`config.mk`:
```
export PLATFORM = sky130hd
export DESIGN_NAME = keyboard_serial_input_control
export DESIGN_NICKNAME = d
export VERILOG_FILES = /design/src/include/ksi_pkg.sv /design/src/keyboard_serial_input_control.sv
export VERILOG_INCLUDE_DIRS = /design/src /design/src/include
export SDC_FILE = /design/constraint.sdc
export NUM_CORES = 1
export LEC_CHECK = 0
export BUFFER_PORTS_ARGS = -buffer_cell sky130_fd_sc_hd__clkbuf_2
export CAP_MARGIN = 25
export CORE_MARGIN = 4
export CORE_UTILIZATION = 53
export DETAILED_ROUTE_END_ITERATION = 10
export GPL_ROUTABILITY_DRIVEN = 0
export MAX_ROUTING_LAYER = met4
export PLACE_DENSITY_LB_ADDON = 0.15
export REMOVE_ABC_BUFFERS = 1
export SKIP_CTS_REPAIR_TIMING = 1
export SLEW_MARGIN = 40
export SYNTH_ARGS = -nofsm -noshare
export SYNTH_HDL_FRONTEND = slang
export SYNTH_HIERARCHICAL = 1
export SYNTH_SLANG_ARGS = --single-unit
export TNS_END_PERCENT = 30
```
`constraint.sdc`:
```
create_clock -name i_clock -period 3.1 [get_ports i_clock]
set_input_delay 0.31 -clock i_clock [delete_from_list [all_inputs] [get_ports i_clock]]
set_output_delay 0.31 -clock i_clock [all_outputs]
set_load 0.05 [all_outputs]
```
`src/include/ksi_defines.svh`:
```
`ifndef KSI_DEFINES_SVH
`define KSI_DEFINES_SVH

// Clock and timing
`define KSI_CLK_MHZ        200
`define KSI_PULSE_NS       2000
`define KSI_PULSE_CYC      ((`KSI_PULSE_NS * `KSI_CLK_MHZ + 999) / 1000)
`define KSI_UNIT_US        9090
`define KSI_UNIT_CYC       (`KSI_UNIT_US * `KSI_CLK_MHZ)

// Function word layout
`define KSI_FWORD_W        6
`define KSI_FW_INPUT_BIT   3
`define KSI_FW_KBD_BIT     4
`define KSI_FW_KBD         6'h18
`define KSI_FW_KBD_CLR     6'h19

// Character frame layout, in units from initiation
`define KSI_DATA_W         7
`define KSI_FRAME_FIRST    4'h1
`define KSI_FRAME_LAST     4'h7
`define KSI_FRAME_STOP     4'h9
`define KSI_FRAME_END      4'hA
`define KSI_FIFO_DEPTH     4

`endif

```
`src/include/ksi_pkg.sv`:
```
`default_nettype none

package ksi_pkg;

    typedef enum logic [1:0] {
        DS_IDLE  = 2'b00,
        DS_START = 2'b01,
        DS_FRAME = 2'b10
    } deser_state_t;

    // Pin inputs, all asynchronous to i_clock
    typedef struct packed {
        logic       function_word_ack;
        logic [5:0] function_word;
        logic       key_line;
        logic       tape_feed_busy;
        logic       punch_busy;
        logic       punch_ready;
        logic       online;
        logic       printer_ready;
        logic       reader_mode;
        logic       key_request_latch;
    } pins_t;

    typedef struct packed {
        logic [6:0] code;
    } key_char_t;

endpackage

`default_nettype wire

```
`src/keyboard_serial_input_control.sv`:
```
`timescale 1ns/1ps
`default_nettype none
`include "ksi_defines.svh"

module ksi_fifo #(
    parameter int WIDTH = 7,
    parameter int DEPTH = 4
) (
    input  wire logic             i_clock,      // System clock
    input  wire logic             i_rst_n,      // Sync reset, active low
    input  wire logic             i_in_valid,   // Write request
    output logic                  o_in_ready,   // Space available
    input  wire logic [WIDTH-1:0] i_in_data,    // Write data
    output logic                  o_out_valid,  // Data available
    input  wire logic             i_out_ready,  // Reader takes a word
    output logic      [WIDTH-1:0] o_out_data    // Head word
);
    localparam int AW = $clog2(DEPTH);

    logic [WIDTH-1:0] mem [DEPTH];
    logic [AW-1:0]    wr_ptr;
    logic [AW-1:0]    rd_ptr;
    logic [AW:0]      count;
    logic             push;
    logic             pop;

    assign o_in_ready  = count != (AW+1)'(DEPTH);
    assign o_out_valid = count != '0;
    assign push        = i_in_valid && o_in_ready;
    assign pop         = o_out_valid && i_out_ready;
    assign o_out_data  = mem[rd_ptr];

    always_ff @(posedge i_clock) begin
        if (push) begin
            mem[wr_ptr] <= i_in_data;
        end
    end

    always_ff @(posedge i_clock) begin
        if (!i_rst_n) begin
            wr_ptr <= '0;
            rd_ptr <= '0;
            count  <= '0;
        end else begin
            if (push) begin
                wr_ptr <= (wr_ptr == AW'(DEPTH-1)) ? '0 : wr_ptr + 1'b1;
            end
            if (pop) begin
                rd_ptr <= (rd_ptr == AW'(DEPTH-1)) ? '0 : rd_ptr + 1'b1;
            end
            count <= count + (AW+1)'(push) - (AW+1)'(pop);
        end
    end
endmodule

module keyboard_serial_input_control
    import ksi_pkg::*;
#(
    parameter int unsigned UNIT_CYCLES = `KSI_UNIT_CYC
) (
    input  wire logic       i_clock,               // 200 MHz system clock
    input  wire logic       i_rst_n,               // Sync reset, active low
    input  wire pins_t      i_pins,                // Asynchronous pin inputs
    input  wire logic       i_char_ready,          // Host side takes a character
    output logic            o_char_valid,          // Character waiting
    output key_char_t       o_char,                // Oldest received character
    output logic            o_keyboard_mode,       // Keyboard mode latched
    output logic            o_keyboard_lamp,       // Keyboard indicator
    output logic            o_reader_block,        // Tape reader path blocked
    output logic            o_printer_motor_on,    // Printer motor drive
    output logic            o_output_reg_clear,    // Clear output register
    output logic            o_output_func_clear,   // Clear output functions (word 031)
    output logic            o_output_request_en,   // Output data request enable
    output logic            o_function_request_block, // Block function-word requests
    output logic            o_deserializer_idle_line, // Deserializer idle
    output logic            o_key_strobe,          // Deserializer busy strobe
    output logic            o_key_input_armed,     // Key input armed
    output logic            o_sampling_gate,       // Data sampling gate
    output logic            o_input_reg_clear,     // Input register held clear
    output logic [6:0]      o_input_data           // Input register
);
    localparam int          QUAL_CYC   = `KSI_PULSE_CYC;
    localparam logic [20:0] UNIT_LAST  = 21'(UNIT_CYCLES - 1);
    localparam logic [20:0] UNIT_HALF  = 21'(UNIT_CYCLES / 2);

    pins_t        pin_meta;
    pins_t        pin;
    logic         ack_prev;
    logic [8:0]   qual_cnt;
    logic         qual;
    logic         input_device_n;
    logic         keyboard_enable_bit_n;
    logic         kbd_mode;
    logic         line_level;
    logic         idle;
    deser_state_t state;
    logic [8:0]   start_cnt;
    logic [20:0]  unit_cnt;
    logic [3:0]   frame;
    logic         armed;
    logic [6:0]   shift;
    logic         push;
    logic         fifo_in_ready;
    logic         unit_end;
    logic         sample_pt;

    // Pins pass two flops before use
    always_ff @(posedge i_clock) begin
        if (!i_rst_n) begin
            pin_meta <= '0;
            pin      <= '0;
        end else begin
            pin_meta <= i_pins;
            pin      <= pin_meta;
        end
    end

    // Qualifying pulse on acknowledge edge
    always_ff @(posedge i_clock) begin
        if (!i_rst_n) begin
            ack_prev <= 1'b0;
            qual_cnt <= '0;
            qual     <= 1'b0;
        end else begin
            ack_prev <= pin.function_word_ack;
            if (pin.function_word_ack && !ack_prev) begin
                qual     <= 1'b1;
                qual_cnt <= '0;
            end else if (qual) begin
                qual_cnt <= qual_cnt + 1'b1;
                if (qual_cnt == 9'(QUAL_CYC - 1)) begin
                    qual <= 1'b0;
                end
            end
        end
    end

    assign input_device_n        = !pin.function_word[`KSI_FW_INPUT_BIT];
    assign keyboard_enable_bit_n = !pin.function_word[`KSI_FW_KBD_BIT];
    // Mode latch; a qualified word lacking bit 3 or bit 4 drops keyboard mode
    always_ff @(posedge i_clock) begin
        if (!i_rst_n) begin
            kbd_mode            <= 1'b0;
            o_output_func_clear <= 1'b0;
        end else begin
            o_output_func_clear <= qual && pin.function_word == `KSI_FW_KBD_CLR;
            if (qual && (pin.function_word == `KSI_FW_KBD || pin.function_word == `KSI_FW_KBD_CLR)
                && !input_device_n && !keyboard_enable_bit_n && !pin.reader_mode) begin
                kbd_mode <= 1'b1;
            end else if (qual && (input_device_n || keyboard_enable_bit_n)) begin
                kbd_mode <= 1'b0;
            end
        end
    end

    // Registered control outputs
    always_ff @(posedge i_clock) begin
        if (!i_rst_n) begin
            o_printer_motor_on  <= 1'b0;
            o_output_reg_clear  <= 1'b0;
            o_output_request_en <= 1'b0;
        end else begin
            o_printer_motor_on  <= kbd_mode;
            o_output_reg_clear  <= kbd_mode && !pin.tape_feed_busy && !pin.punch_busy;
            o_output_request_en <= (pin.punch_ready && pin.online) || pin.printer_ready;
        end
    end

    assign o_keyboard_mode = kbd_mode;
    assign o_keyboard_lamp = kbd_mode;
    assign o_reader_block  = kbd_mode;

    // Line level follows the line only in keyboard mode
    always_ff @(posedge i_clock) begin
        if (!i_rst_n) begin
            line_level <= 1'b1;
        end else if (kbd_mode) begin
            line_level <= pin.key_line;
        end else begin
            line_level <= 1'b1;
        end
    end

    assign unit_end  = unit_cnt == UNIT_LAST;
    assign sample_pt = unit_cnt == UNIT_HALF;
    // Deserializer timebase
    always_ff @(posedge i_clock) begin
        if (!i_rst_n) begin
            state     <= DS_IDLE;
            idle      <= 1'b1;
            start_cnt <= '0;
            unit_cnt  <= '0;
            frame     <= '0;
        end else if (idle && !line_level && state != DS_START) begin
            state     <= DS_START;
            start_cnt <= '0;
            unit_cnt  <= '0;
            frame     <= '0;
        end else begin
            unique case (state)
                DS_IDLE: begin
                    unit_cnt <= '0;
                end
                DS_START: begin
                    start_cnt <= start_cnt + 1'b1;
                    unit_cnt  <= unit_cnt + 1'b1;
                    if (start_cnt == 9'(QUAL_CYC - 1)) begin
                        idle  <= 1'b0;
                        state <= DS_FRAME;
                    end
                end
                DS_FRAME: begin
                    if (unit_end) begin
                        unit_cnt <= '0;
                        if (frame == `KSI_FRAME_END) begin
                            state <= DS_IDLE;
                        end else begin
                            frame <= frame + 1'b1;
                            if (frame + 1'b1 == `KSI_FRAME_STOP) begin
                                idle <= 1'b1;
                            end
                        end
                    end else begin
                        unit_cnt <= unit_cnt + 1'b1;
                    end
                end
            endcase
        end
    end

    assign o_deserializer_idle_line = idle;
    assign o_key_strobe             = !idle;
    assign o_function_request_block = !idle;

    // Arming; a full FIFO stalls arming, so a key received while full is dropped
    assign push = armed && state == DS_FRAME && unit_end && frame == `KSI_FRAME_STOP - 1'b1;

    always_ff @(posedge i_clock) begin
        if (!i_rst_n) begin
            armed <= 1'b0;
        end else if (push) begin
            armed <= 1'b0;
        end else if (!idle && kbd_mode && !pin.reader_mode && !pin.key_request_latch
                     && fifo_in_ready && state == DS_FRAME && frame < `KSI_FRAME_FIRST) begin
            armed <= 1'b1;
        end
    end

    assign o_key_input_armed = armed;
    assign o_sampling_gate   = armed;
    assign o_input_reg_clear = !armed;

    // Mid-frame sampling into the input register
    always_ff @(posedge i_clock) begin
        if (!i_rst_n || !armed) begin
            shift <= '0;
        end else if (sample_pt && state == DS_FRAME && frame >= `KSI_FRAME_FIRST
                     && frame <= `KSI_FRAME_LAST && pin.key_line) begin
            shift[3'(frame - `KSI_FRAME_FIRST)] <= 1'b1;
        end
    end

    assign o_input_data = shift;
    ksi_fifo #(
        .WIDTH (`KSI_DATA_W),
        .DEPTH (`KSI_FIFO_DEPTH)
    ) i_ksi_fifo (
        .i_clock     (i_clock),
        .i_rst_n     (i_rst_n),
        .i_in_valid  (push),
        .o_in_ready  (fifo_in_ready),
        .i_in_data   (shift),
        .o_out_valid (o_char_valid),
        .i_out_ready (i_char_ready),
        .o_out_data  (o_char.code)
    );

    AST_QUAL_LEN: assert property (@(posedge i_clock) disable iff (!i_rst_n)
        $fell(qual) |-> $past(qual_cnt) == 9'(QUAL_CYC - 1))
        else $error("qualifying pulse length wrong");
    AST_KBD_SELECT: assert property (@(posedge i_clock) disable iff (!i_rst_n)
        qual && pin.function_word == `KSI_FW_KBD && !pin.reader_mode |=> kbd_mode)
        else $error("keyboard word did not select keyboard");
    AST_KBD_CAUSE: assert property (@(posedge i_clock) disable iff (!i_rst_n)
        $rose(kbd_mode) |-> $past(qual) && !$past(pin.reader_mode))
        else $error("keyboard mode without qualified word");
    AST_MOTOR: assert property (@(posedge i_clock) disable iff (!i_rst_n)
        kbd_mode [*2] |-> o_printer_motor_on)
        else $error("motor off in keyboard mode");
    AST_OUT_CLEAR: assert property (@(posedge i_clock) disable iff (!i_rst_n)
        o_output_reg_clear |-> $past(kbd_mode) && !$past(pin.punch_busy) && !$past(pin.tape_feed_busy))
        else $error("output clear during punch");
    AST_OUT_REQ: assert property (@(posedge i_clock) disable iff (!i_rst_n)
        !(pin.punch_ready && pin.online) && !pin.printer_ready |=> !o_output_request_en)
        else $error("output request not suppressed");
    AST_START_PULSE: assert property (@(posedge i_clock) disable iff (!i_rst_n)
        $fell(idle) |-> $past(state) == DS_START && $past(start_cnt) == 9'(QUAL_CYC - 1))
        else $error("idle cleared off pulse end");
    AST_ARM: assert property (@(posedge i_clock) disable iff (!i_rst_n)
        $rose(armed) |-> !$past(idle) && $past(kbd_mode) && !$past(pin.key_request_latch))
        else $error("armed without conditions");
    AST_REG_CLEAR: assert property (@(posedge i_clock) disable iff (!i_rst_n)
        !armed ##1 !armed |-> o_input_data == '0)
        else $error("input register not held clear");
    AST_REARM: assert property (@(posedge i_clock) disable iff (!i_rst_n)
        $rose(idle) |-> frame == `KSI_FRAME_STOP && unit_cnt == '0)
        else $error("idle set outside stop window");
    AST_SAMPLE: assert property (@(posedge i_clock) disable iff (!i_rst_n)
        armed && sample_pt && state == DS_FRAME && frame == `KSI_FRAME_FIRST && pin.key_line
        |=> o_input_data[0])
        else $error("mark not stored");

    COV_SELECT: cover property (@(posedge i_clock) disable iff (!i_rst_n) $rose(kbd_mode));
    COV_START:  cover property (@(posedge i_clock) disable iff (!i_rst_n) $fell(idle));
    COV_PUSH:   cover property (@(posedge i_clock) disable iff (!i_rst_n) push);
    COV_FULL:   cover property (@(posedge i_clock) disable iff (!i_rst_n) !fifo_in_ready);
endmodule

`default_nettype wire

```
==> impl_metrics.toml, run 1 <==
[cts]
clkSlewWorstSetupHoldPaths_ns = 0.06
tritoncts = "done"
clock_latency_ns = 0.50
cts_sinks = 129
cts_inserted_buffers = 17
clockBufferDepth = 2
htreeDepth = 4
clockRootBuffer = "clkbuf_8"

[floorplanning]
die_w_um = 106
fp.coreArea_sq_mm = 0.00933
floorplan.initialDensity_pct = 54.9
placementRows = 35
die_height_um = 106
ios = 46
die-area_sq_mm = 0.0113

[sta]
finalHoldViolCount = 0
finClkSkew_ns = 0.00623
max_freq_ghz = 0.351
setup_violations = 0
setup_tns_ns = 0
whs_ns = 0.00764
layout_min_cycle_time_ns = 2.85
maxSlewViolCount = 0
relSlewSlack_pct = 51.5
worstMarginPinSlew_ns = 0.721
finalCritPeriodShare_pct = 91.9
rsz0062_at_grt = "no"

[synthesis]
async_flop_share_pct = 0
synth-main-ff-cell = "dfxtp_1"
syn_area_per_cell_sq_um = 10.7
yosysWarnings = 6
synth_edf_count = 28
yosysUniqueCellTypes = 53
synth_top_area_share_pct = 39.5
ys_seq_area_share_pct = 55.9
ys_top_cells_by_area = "dfxtp_1 (40%), edfxtp_1 (16%), nor2_1 (4.5%)"
synth_cells = 477
synth_top_area_cell = "dfxtp_1"
synth.ff_latch_count = 129
synthesis.area_sq_mm = 0.00512

[final_layout]
fin_nets = 572
register_area_sq_mm = 0.00286
syn_to_final_growth_pct = 19.7
mostFrequentLayoutCells = "dfxtp_1 (101), nor2_1 (62), clkbuf_2 (45)"
fin_util_pct = 65.7
final_cell_area_sq_mm = 0.00613
diodes = 0
final_common_cell = "dfxtp_1"
multiInputGateArea_sq_mm = 0.00210
fillers = 744
drive_gt1_share_pct = 18.6

[setup_path]
slowest_delay_ns = 0.57
path_max_fanout = 5
crit_chain = "ha_1, nand3_1, or4_4, nor4_2, and2_4, ha_1, inv_1, fa_1, xnor2_1, xnor2_1, and2_1"
setup.worst_path.class = "flip-flop to flip-flop"
cp-end-kind = "flip-flop"
critPathBufInv = 1
cp.arrival_ns = 3.25
regToRegSetupSlack_ns = 0.25
r2r_start = "unit_cnt[0]"
critPathRequiredTime_ns = 3.50
reg2regPathDepth = 11
rr_endpoint = "i_ksi_fifo/count[2]"
start_kind = "flip-flop"
path_delay_family = "simple AND/OR/NAND/NOR gates"
slowest_stage = "or4_4"

[grt]
antenna_found_initial = 0
grt_max_degree = 38
grt_pass1_vias = 3289
grt.total_usage_pct = 17.9
grt_pass1_wl_um = 15500
grt-ovfl-total = 0

[job]
drv_cap = 0

[worst_hold_path]
min-delay-start = "i_pins[14]"
holdPathEnd = "pin_meta[14]"
hold_class = "input port to flip-flop"
min_path_cells = 2

[detailed_routing]
drtAntennaViolNets = 0
vias = 3463
drc = 0
drtIter0Drc = 114
routed_wl_um = 9270
avgViaCountPerCell = 5.12
wl_per_cell_um = 13.7
drt_first_pass_iters = 4

[pwr]
switching_share_pct = 20.4
p_leak_nw = 2.19
powerDensity_mw_per_mm2 = 597
p_sw_w = 0.000744
pwr-share-seq_pct = 47.5
p_int_w = 0.00291
pwr-share-comb_pct = 1.5
finalPower_w = 0.00366
ir_worst_vdd_uv = 368
clkPwrFrac_pct = 51.0

[run_status]
status = "finished clean"

[place]
placed_cell_area_sq_mm = 0.00545
portBuffers = 45
dp_hpwl_um = 6420
[metal layers]
layer  track usage [%]  up-vias  share of wire (%)
met5                 -        -                  0
met4              5.55        0               0.88
met3              5.59        7                5.0
met2              29.3       83                 50
met1              21.2     1619                 45
li1                  -     1754                  -
[worst max-delay path by stage]
stage                          endpoint  depth (start not counted)   startpoint
floorplan           i_ksi_fifo/count[2]                         11  unit_cnt[0]
global placement    i_ksi_fifo/count[2]                         11  unit_cnt[0]
detailed placement  i_ksi_fifo/count[2]                         11  unit_cnt[0]
CTS                 i_ksi_fifo/count[2]                         11  unit_cnt[0]
global route        i_ksi_fifo/count[2]                         11  unit_cnt[0]
finish              i_ksi_fifo/count[2]                         11  unit_cnt[0]
[worst reg2reg max path, delay by kind of cell, from the launching register on]
kind	cells	cell delay, ns
and+or+nand+nor	5	1.35
adders and majority gates	3	0.72
DFF	1	0.36
xor gates and xnor gates	2	0.28
buffers and inverters	1	0.04
[registers in the layout (all words and copies together) (netlist names), 2 cells and up, named ones only]
| name | count |
|---|---|
| start_cnt | 9 |
| frame | 4 |
| i_ksi_fifo/wr_ptr | 2 |
| i_ksi_fifo/rd_ptr | 2 |
| pin | 15 |
| o_input_data | 7 |
| pin_meta | 15 |
| unit_cnt | 21 |
| i_ksi_fifo/count | 3 |
| i_ksi_fifo/mem | 28 |
| state | 2 |
| qual_cnt | 9 |
[synthesized netlist by cell type, types with 14 or more instances]
cell type / instances
and2_1: 34
dfxtp_1: 101
edfxtp_1: 28
ha_1: 17
inv_1: 22
nand2_1: 28
nand3_1: 14
nand4_1: 14
nor2_1: 62
xnor2_1: 23
xor2_1: 14
[metrics by stage]
step,setup slack [ns],std cells
floorplan,0.0796,458
global placement,0.157,637
detailed placement,0.141,637
CTS,0.128,668
global route,0.0186,677
finish,0.250,677
[final cells by class]
cell class / count / share of cell area (%)
Clock inverter: 11 / 1.67
Multi-Input combinational cell: 307 / 34.2
Inverter: 22 / 1.35
Timing Repair Buffer: 59 / 5.76
Clock buffer: 20 / 7.62
Tap cell: 129 / 2.63
Sequential cell: 129 / 46.7
[logic make-up (layout without fill, tap and decap cells)]
logic type      after synthesis  count (layout)  share of synthesized area (%)
compound gates               35              35                           4.20
xor+xnor                     37              37                           6.33
fa+ha+maj                    18              18                           4.55
buf+inv                      41             112                           3.35
flops                       129             129                           55.9
mux                          13              13                           4.25
simple gates                204             204                           21.4
[power groups by stage]
stage	Clock (W)	Combinational (W)	Sequential [W]
after floorplan	0	0.0000210	0.00177
after global placement	0	0.0000463	0.00177
after detailed placement	0	0.0000475	0.00177
after CTS	0.00190	0.0000476	0.00174
after global routing	0.00198	0.0000630	0.00174
final	0.00186	0.0000553	0.00174
No activity file was read; power rests on OpenSTA's default activity.
==> run 2, diff against run 1 <==
--- a/config.mk
+++ b/config.mk
@@ -8,8 +8,9 @@
 export LEC_CHECK = 0
 export BUFFER_PORTS_ARGS = -buffer_cell sky130_fd_sc_hd__clkbuf_2
 export CAP_MARGIN = 25
+export CORE_ASPECT_RATIO = 1.75
 export CORE_MARGIN = 4
-export CORE_UTILIZATION = 53
+export CORE_UTILIZATION = 39
 export DETAILED_ROUTE_END_ITERATION = 10
 export GPL_ROUTABILITY_DRIVEN = 0
 export MAX_ROUTING_LAYER = met4
==> run 2 against run 1 <==
  * Non-clock buffer count fell by 7
  * Worst setup slack worse by 0.059 ns
  * First-iteration DRC count fell by 12%
  * Register-to-register slack got worse by 0.06 ns
  * Sequential share of layout area increased by 0.097 points
  * Maximum frequency is 2.0% lower
  * Critical path type unchanged
  * Largest cell class unchanged
  * Largest power group unchanged
  * Highest routed layer unchanged
==> impl_metrics.toml, run 2 (synthesized netlist as in run 1, its figures left out) <==
[setup_path]
reg2regPathDepth = 12
cp.arrival_ns = 3.22
rr_endpoint = "i_ksi_fifo/count[2]"
critPathRequiredTime_ns = 3.41
r2r_start = "unit_cnt[1]"
path_max_fanout = 7
cp-end-kind = "flip-flop"
setup.worst_path.class = "flip-flop to flip-flop"
start_kind = "flip-flop"
regToRegSetupSlack_ns = 0.19

[floorplanning]
die-area_sq_mm = 0.0151
die_w_um = 94.6
fp.coreArea_sq_mm = 0.0129
placementRows = 55
ios = 46
floorplan.initialDensity_pct = 39.8
die_height_um = 160

[worst_hold_path]
hold_class = "input port to flip-flop"
min_path_cells = 2
min-delay-start = "i_pins[12]"
holdPathEnd = "pin_meta[12]"

[detailed_routing]
drtIter0Drc = 100
drtAntennaViolNets = 0
vias = 3422
drt_first_pass_iters = 4
routed_wl_um = 9800
avgViaCountPerCell = 4.80
wl_per_cell_um = 13.7
drc = 0

[sta]
finalCritPeriodShare_pct = 93.8
relSlewSlack_pct = 51.7
layout_min_cycle_time_ns = 2.91
worstMarginPinSlew_ns = 0.719
setup_tns_ns = 0
finalHoldViolCount = 0
maxSlewViolCount = 0
finClkSkew_ns = 0.00723
setup_violations = 0
max_freq_ghz = 0.344
rsz0062_at_grt = "no"

[cts]
tritoncts = "done"
clock_latency_ns = 0.41
htreeDepth = 4
clockBufferDepth = 2
cts_sinks = 129
cts_inserted_buffers = 17
clockRootBuffer = "clkbuf_16"
clkSlewWorstSetupHoldPaths_ns = 0.07

[final_layout]
largest_reg_flops = 28
fin_nets = 565
top_register = "i_ksi_fifo/mem"
reg_top3 = "i_ksi_fifo/mem x28, unit_cnt x21"
diodes = 0
mostFrequentLayoutCells = "dfxtp_1 (100), nor2_1 (62), clkbuf_2 (45)"
stdcell_count = 713
final_common_cell = "dfxtp_1"
fillers = 1201
fin_util_pct = 47.5
drive_gt1_share_pct = 19.6
syn_to_final_growth_pct = 19.5

[grt]
grt_max_degree = 36
grt-ovfl-total = 0
grt.total_usage_pct = 14.7
grt_pass1_wl_um = 16700
grt_pass1_vias = 3492
antenna_found_initial = 0

[pwr]
p_leak_nw = 2.16
powerDensity_mw_per_mm2 = 607
ir_worst_vdd_uv = 437
finalPower_w = 0.00371

[place]
dp_cells = 681
portBuffers = 45
dp_hpwl_um = 7190

[run_status]
status = "finished clean"

[job]
drv_cap = 0
[run 2: cell types whose count changed in the layout (fill, tap and decap cells not counted), moves of 2 or more]
cell,before,now
clkinv_8,0,3
dlygate4sd3_1,9,0
clkinv_2,3,0
inv_8,0,3
buf_4,5,7
clkinv_4,3,0
clkbuf_8,3,0
inv_6,2,8
[run 2: critical path, cell delays in order (launching register included)]
cell     delay [ns]
dfxtp_1        0.34
ha_2           0.21
nand3_1        0.12
or4_4          0.58
nor4_2         0.23
buf_4          0.17
and2_4         0.15
ha_1           0.13
inv_1          0.05
fa_1           0.38
xnor2_1        0.15
xnor2_1        0.13
and2_1         0.15
[run 2: worst max-delay path by stage]
| stage | startpoint | endpoint |
|---|---|---|
| 6_report | unit_cnt[1] | i_ksi_fifo/count[2] |
| 5_1_grt | unit_cnt[1] | i_ksi_fifo/count[2] |
| 4_1_cts | unit_cnt[0] | i_ksi_fifo/count[2] |
| 3_5_place_dp | unit_cnt[0] | i_ksi_fifo/count[2] |
| 3_3_place_gp | unit_cnt[0] | i_ksi_fifo/count[2] |
| 2_1_floorplan | unit_cnt[0] | i_ksi_fifo/count[2] |
[run 2: cell type report]
cell class              count  area [sq um]  share of cell area (%)
flip-flops and latches    129          2860                    46.8
multi-input cells         307          2090                    34.2
clock buffers              17           425                    6.96
repair buffers             52           278                    4.54
well taps                 171           214                    3.50
clock inverters            15           159                    2.60
inverters                  22          82.6                    1.35
[run 2: power breakdown]
| part | switching (W) | leakage [nW] | internal [W] | total, W |
|---|---|---|---|---|
| sequential | 0.00000733 | 1.01 | 0.00173 | 0.00174 |
| clock | 0.000848 | 0.289 | 0.00108 | 0.00193 |
| combinational | 0.0000254 | 0.857 | 0.0000232 | 0.0000486 |
| total | 0.000881 | 2.16 | 0.00283 | 0.00371 |
[run 2: stage by stage]
| step | setup slack [ns] | cell area, sq um | hold slack [ns] |
|---|---|---|---|
| after floorplan | 0.0796 | 5030 | 0.373 |
| after global placement | 0.177 | 5520 | 0.379 |
| after detailed placement | 0.0763 | 5520 | 0.384 |
| after CTS | 0.0658 | 6110 | 0.0749 |
| after global routing | 0.000862 | 6120 | 0.0786 |
| final | 0.191 | 6120 | 0.0928 |
[run 2: per-layer routing]
layer / GRT usage (%) / vias up / share of wire, %
met4: 6.31 / 0 / 1.6
met1: 14.3 / 1621 / 38
met5: - / - / 0
li1: - / 1747 / -
met2: 26.7 / 45 / 57
met3: 3.55 / 9 / 2.8
==> run 3, diff against run 2 <==
--- a/config.mk
+++ b/config.mk
@@ -6,18 +6,19 @@
 export SDC_FILE = /design/constraint.sdc
 export NUM_CORES = 1
 export LEC_CHECK = 0
-export BUFFER_PORTS_ARGS = -buffer_cell sky130_fd_sc_hd__clkbuf_2
+export ABC_AREA = 1
 export CAP_MARGIN = 25
 export CORE_ASPECT_RATIO = 1.75
 export CORE_MARGIN = 4
 export CORE_UTILIZATION = 39
 export DETAILED_ROUTE_END_ITERATION = 10
+export DONT_BUFFER_PORTS = 1
 export GPL_ROUTABILITY_DRIVEN = 0
 export MAX_ROUTING_LAYER = met4
 export PLACE_DENSITY_LB_ADDON = 0.15
 export REMOVE_ABC_BUFFERS = 1
 export SKIP_CTS_REPAIR_TIMING = 1
-export SLEW_MARGIN = 40
+export SLEW_MARGIN = 10
 export SYNTH_ARGS = -nofsm -noshare
 export SYNTH_HDL_FRONTEND = slang
 export SYNTH_HIERARCHICAL = 1
==> run 3 against run 2 <==
  * The flow now finishes with violations (negative hold slack)
  * First-iteration DRC count increased by 110%
  * Routed wire length up 19%
  * Worst hold slack got worse by 0.096 ns
  * Sequential share of layout area is 2.6 points lower
  * Critical path type unchanged
  * Largest cell class unchanged
  * Largest power group is now registers
==> impl_metrics.toml, run 3 <==
[synthesis]
synthesis.area_sq_mm = 0.00564
synth.ff_latch_count = 129
yosysUniqueCellTypes = 38
synthAdderAreaFrac_pct = 4.13
muxShareOfSynthArea_pct = 0
synth-xor-area-share_pct = 1.71
ys_seq_area_share_pct = 50.8
yosysWarnings = 6
synth_top_area_share_pct = 35.9
synth_top_family_by_area = "simple AND/OR/NAND/NOR gates"
synth-simple-area-share_pct = 27.1
synth_top_area_cell = "dfxtp_1"
synth_compound_area_share_pct = 6.42
synth_edf_count = 28
async_flop_share_pct = 0
synth_cells = 699
syn_area_per_cell_sq_um = 8.06
yosys-top-cells-count = "nand2_1 (123), inv_1 (115), nor2_1 (111)"
synth_most_common_cell = "nand2_1"
synth-main-ff-cell = "dfxtp_1"
ys_top_cells_by_area = "dfxtp_1 (36%), edfxtp_1 (15%), nand2_1 (8.2%)"

[sta]
finalHoldViolCount = 4
setup_tns_ns = 0
maxSlewViolCount = 0
relSlewSlack_pct = 54.1
layout_min_cycle_time_ns = 2.54
finClkSkew_ns = 0.0100
rsz0062_at_grt = "no"
worstMarginPinSlew_ns = 0.687
setup_violations = 0
finalCritPeriodShare_pct = 81.9
setup_ws_ns = 0.561
whs_ns = -0.00307
max_freq_ghz = 0.394

[detailed_routing]
wl_per_cell_um = 12.8
routed_wl_um = 11700
avgViaCountPerCell = 4.73
vias = 4322
drt_first_pass_iters = 4
drc = 0
drtIter0Drc = 210
drtAntennaViolNets = 0

[pwr]
powerDensity_mw_per_mm2 = 657
p_leak_nw = 2.67
ir_worst_vdd_uv = 412

[setup_path]
setup.worst_path.class = "flip-flop to flip-flop"
cp-end-kind = "flip-flop"
cp.arrival_ns = 2.84
critPathRequiredTime_ns = 3.41
start_kind = "flip-flop"
path_max_fanout = 9
reg2regPathDepth = 15

[cts]
cts_sinks = 129
clockRootBuffer = "clkbuf_16"
clock_latency_ns = 0.41
cts_inserted_buffers = 17
clkSlewWorstSetupHoldPaths_ns = 0.06
tritoncts = "done"
clockBufferDepth = 2
htreeDepth = 4

[place]
dp_hpwl_um = 8750
portBuffers = 0
pre_cts_ws_ns = 0.568

[floorplanning]
die_w_um = 98.9
die-area_sq_mm = 0.0165
floorplan.initialDensity_pct = 40.1
fp.coreArea_sq_mm = 0.0140
ios = 46
die_height_um = 167
placementRows = 57

[grt]
antenna_found_initial = 0
grt_pass1_wl_um = 19500
grt.total_usage_pct = 15.3
grt-ovfl-total = 0
grt_pass1_vias = 4341
grt_max_degree = 46

[final_layout]
reg_top3 = "i_ksi_fifo/mem x28, unit_cnt x21"
final_common_cell = "nand2_1"
top_register = "i_ksi_fifo/mem"
syn_to_final_growth_pct = 14.9
diodes = 0
drive_gt1_share_pct = 11.1
multiInputGateArea_sq_mm = 0.00222
mostFrequentLayoutCells = "nand2_1 (123), inv_1 (115), nor2_1 (111)"
fillers = 1398
largest_reg_flops = 28
register_area_sq_mm = 0.00286
fin_nets = 759

[worst_hold_path]
hold_class = "input port to flip-flop"
min_path_cells = 2

[run_status]
violations = "negative hold slack"
status = "finished, violations left"

[job]
drv_cap = 0
==> run 3: changes by cell type after synthesis, sizes merged, moves of 22 or more <==
cell / change
inv: +97
nor2: +58
nand2: +108
a21oi: +27
nand3: +22
and2: -35
==> run 3: power breakdown <==
group | leakage [nW] | internal (W) | switching (W)
registers | 1.01 | 0.00177 | 0.0000681
logic | 1.38 | 0.000172 | 0.000402
clock network | 0.275 | 0.00111 | 0.000728
total | 2.67 | 0.00306 | 0.00120
==> run 3: through the flow <==
step / hold WS, ns / utilization, % / std cells / power [W] / cell area, sq um
after floorplan: 0.373 / - / 684 / 0.00231 / 5530
after global placement: 0.376 / 41.6 / 874 / 0.00244 / 5850
after detailed placement: 0.380 / 41.6 / 874 / 0.00245 / 5850
after CTS: -0.0231 / 45.6 / 906 / 0.00432 / 6410
after global routing: 0.000594 / 46.1 / 913 / 0.00448 / 6480
final: -0.00307 / 46.1 / 913 / 0.00426 / 6480
==> run 3: kinds of logic after synthesis <==
family                   Yosys count
AND/OR/NAND/NOR                  339
buffers and inverters            134
flip-flops                       129
AO/OA/AOI/OAI                     68
adder cells (fa/ha/maj)           18
XOR/XNOR                          11
==> run 3: final cells by class <==
cell class	instances	share of cell area, %
multi-input cells	436	34.2
inverters	119	6.90
clock inverters	11	1.24
well taps	177	3.42
flip-flops and latches	129	44.2
clock buffers	21	7.44
repair buffers	20	2.59
==> run 3: worst paths after layout <==
check | startpoint | end | slack (ns)
max reg2reg | frame[0] | i_ksi_fifo/count[2] | 0.56
min | i_pins[14] | pin_meta[14] | -0.003
max | frame[0] | i_ksi_fifo/count[2] | 0.56
min reg2reg | pin[5] | o_output_reg_clear | 0.39
==> run 3: critical path: stages (launching register included) <==
cell and delay (ns):
dfxtp_1 0.40, inv_1 0.25, ha_1 0.23, inv_1 0.06, nor3_1 0.13, nand3_1 0.10, nor2_1 0.32, nand2_4 0.12
inv_1 0.07, ha_1 0.13, inv_1 0.04, fa_1 0.35, inv_1 0.08, nand2_1 0.05, nand2_1 0.06, nor2_1 0.03
==> run 3: metal layers <==
metal,global-route usage (%),vias to the layer above,routed length (um),part of all wire [%]
li1,-,2254,-,-
met1,14.7,1939,4380,37
met2,27.5,96,6420,55
met3,3.77,33,494,4.2
met4,8.32,0,403,3.4
met5,-,-,0,0
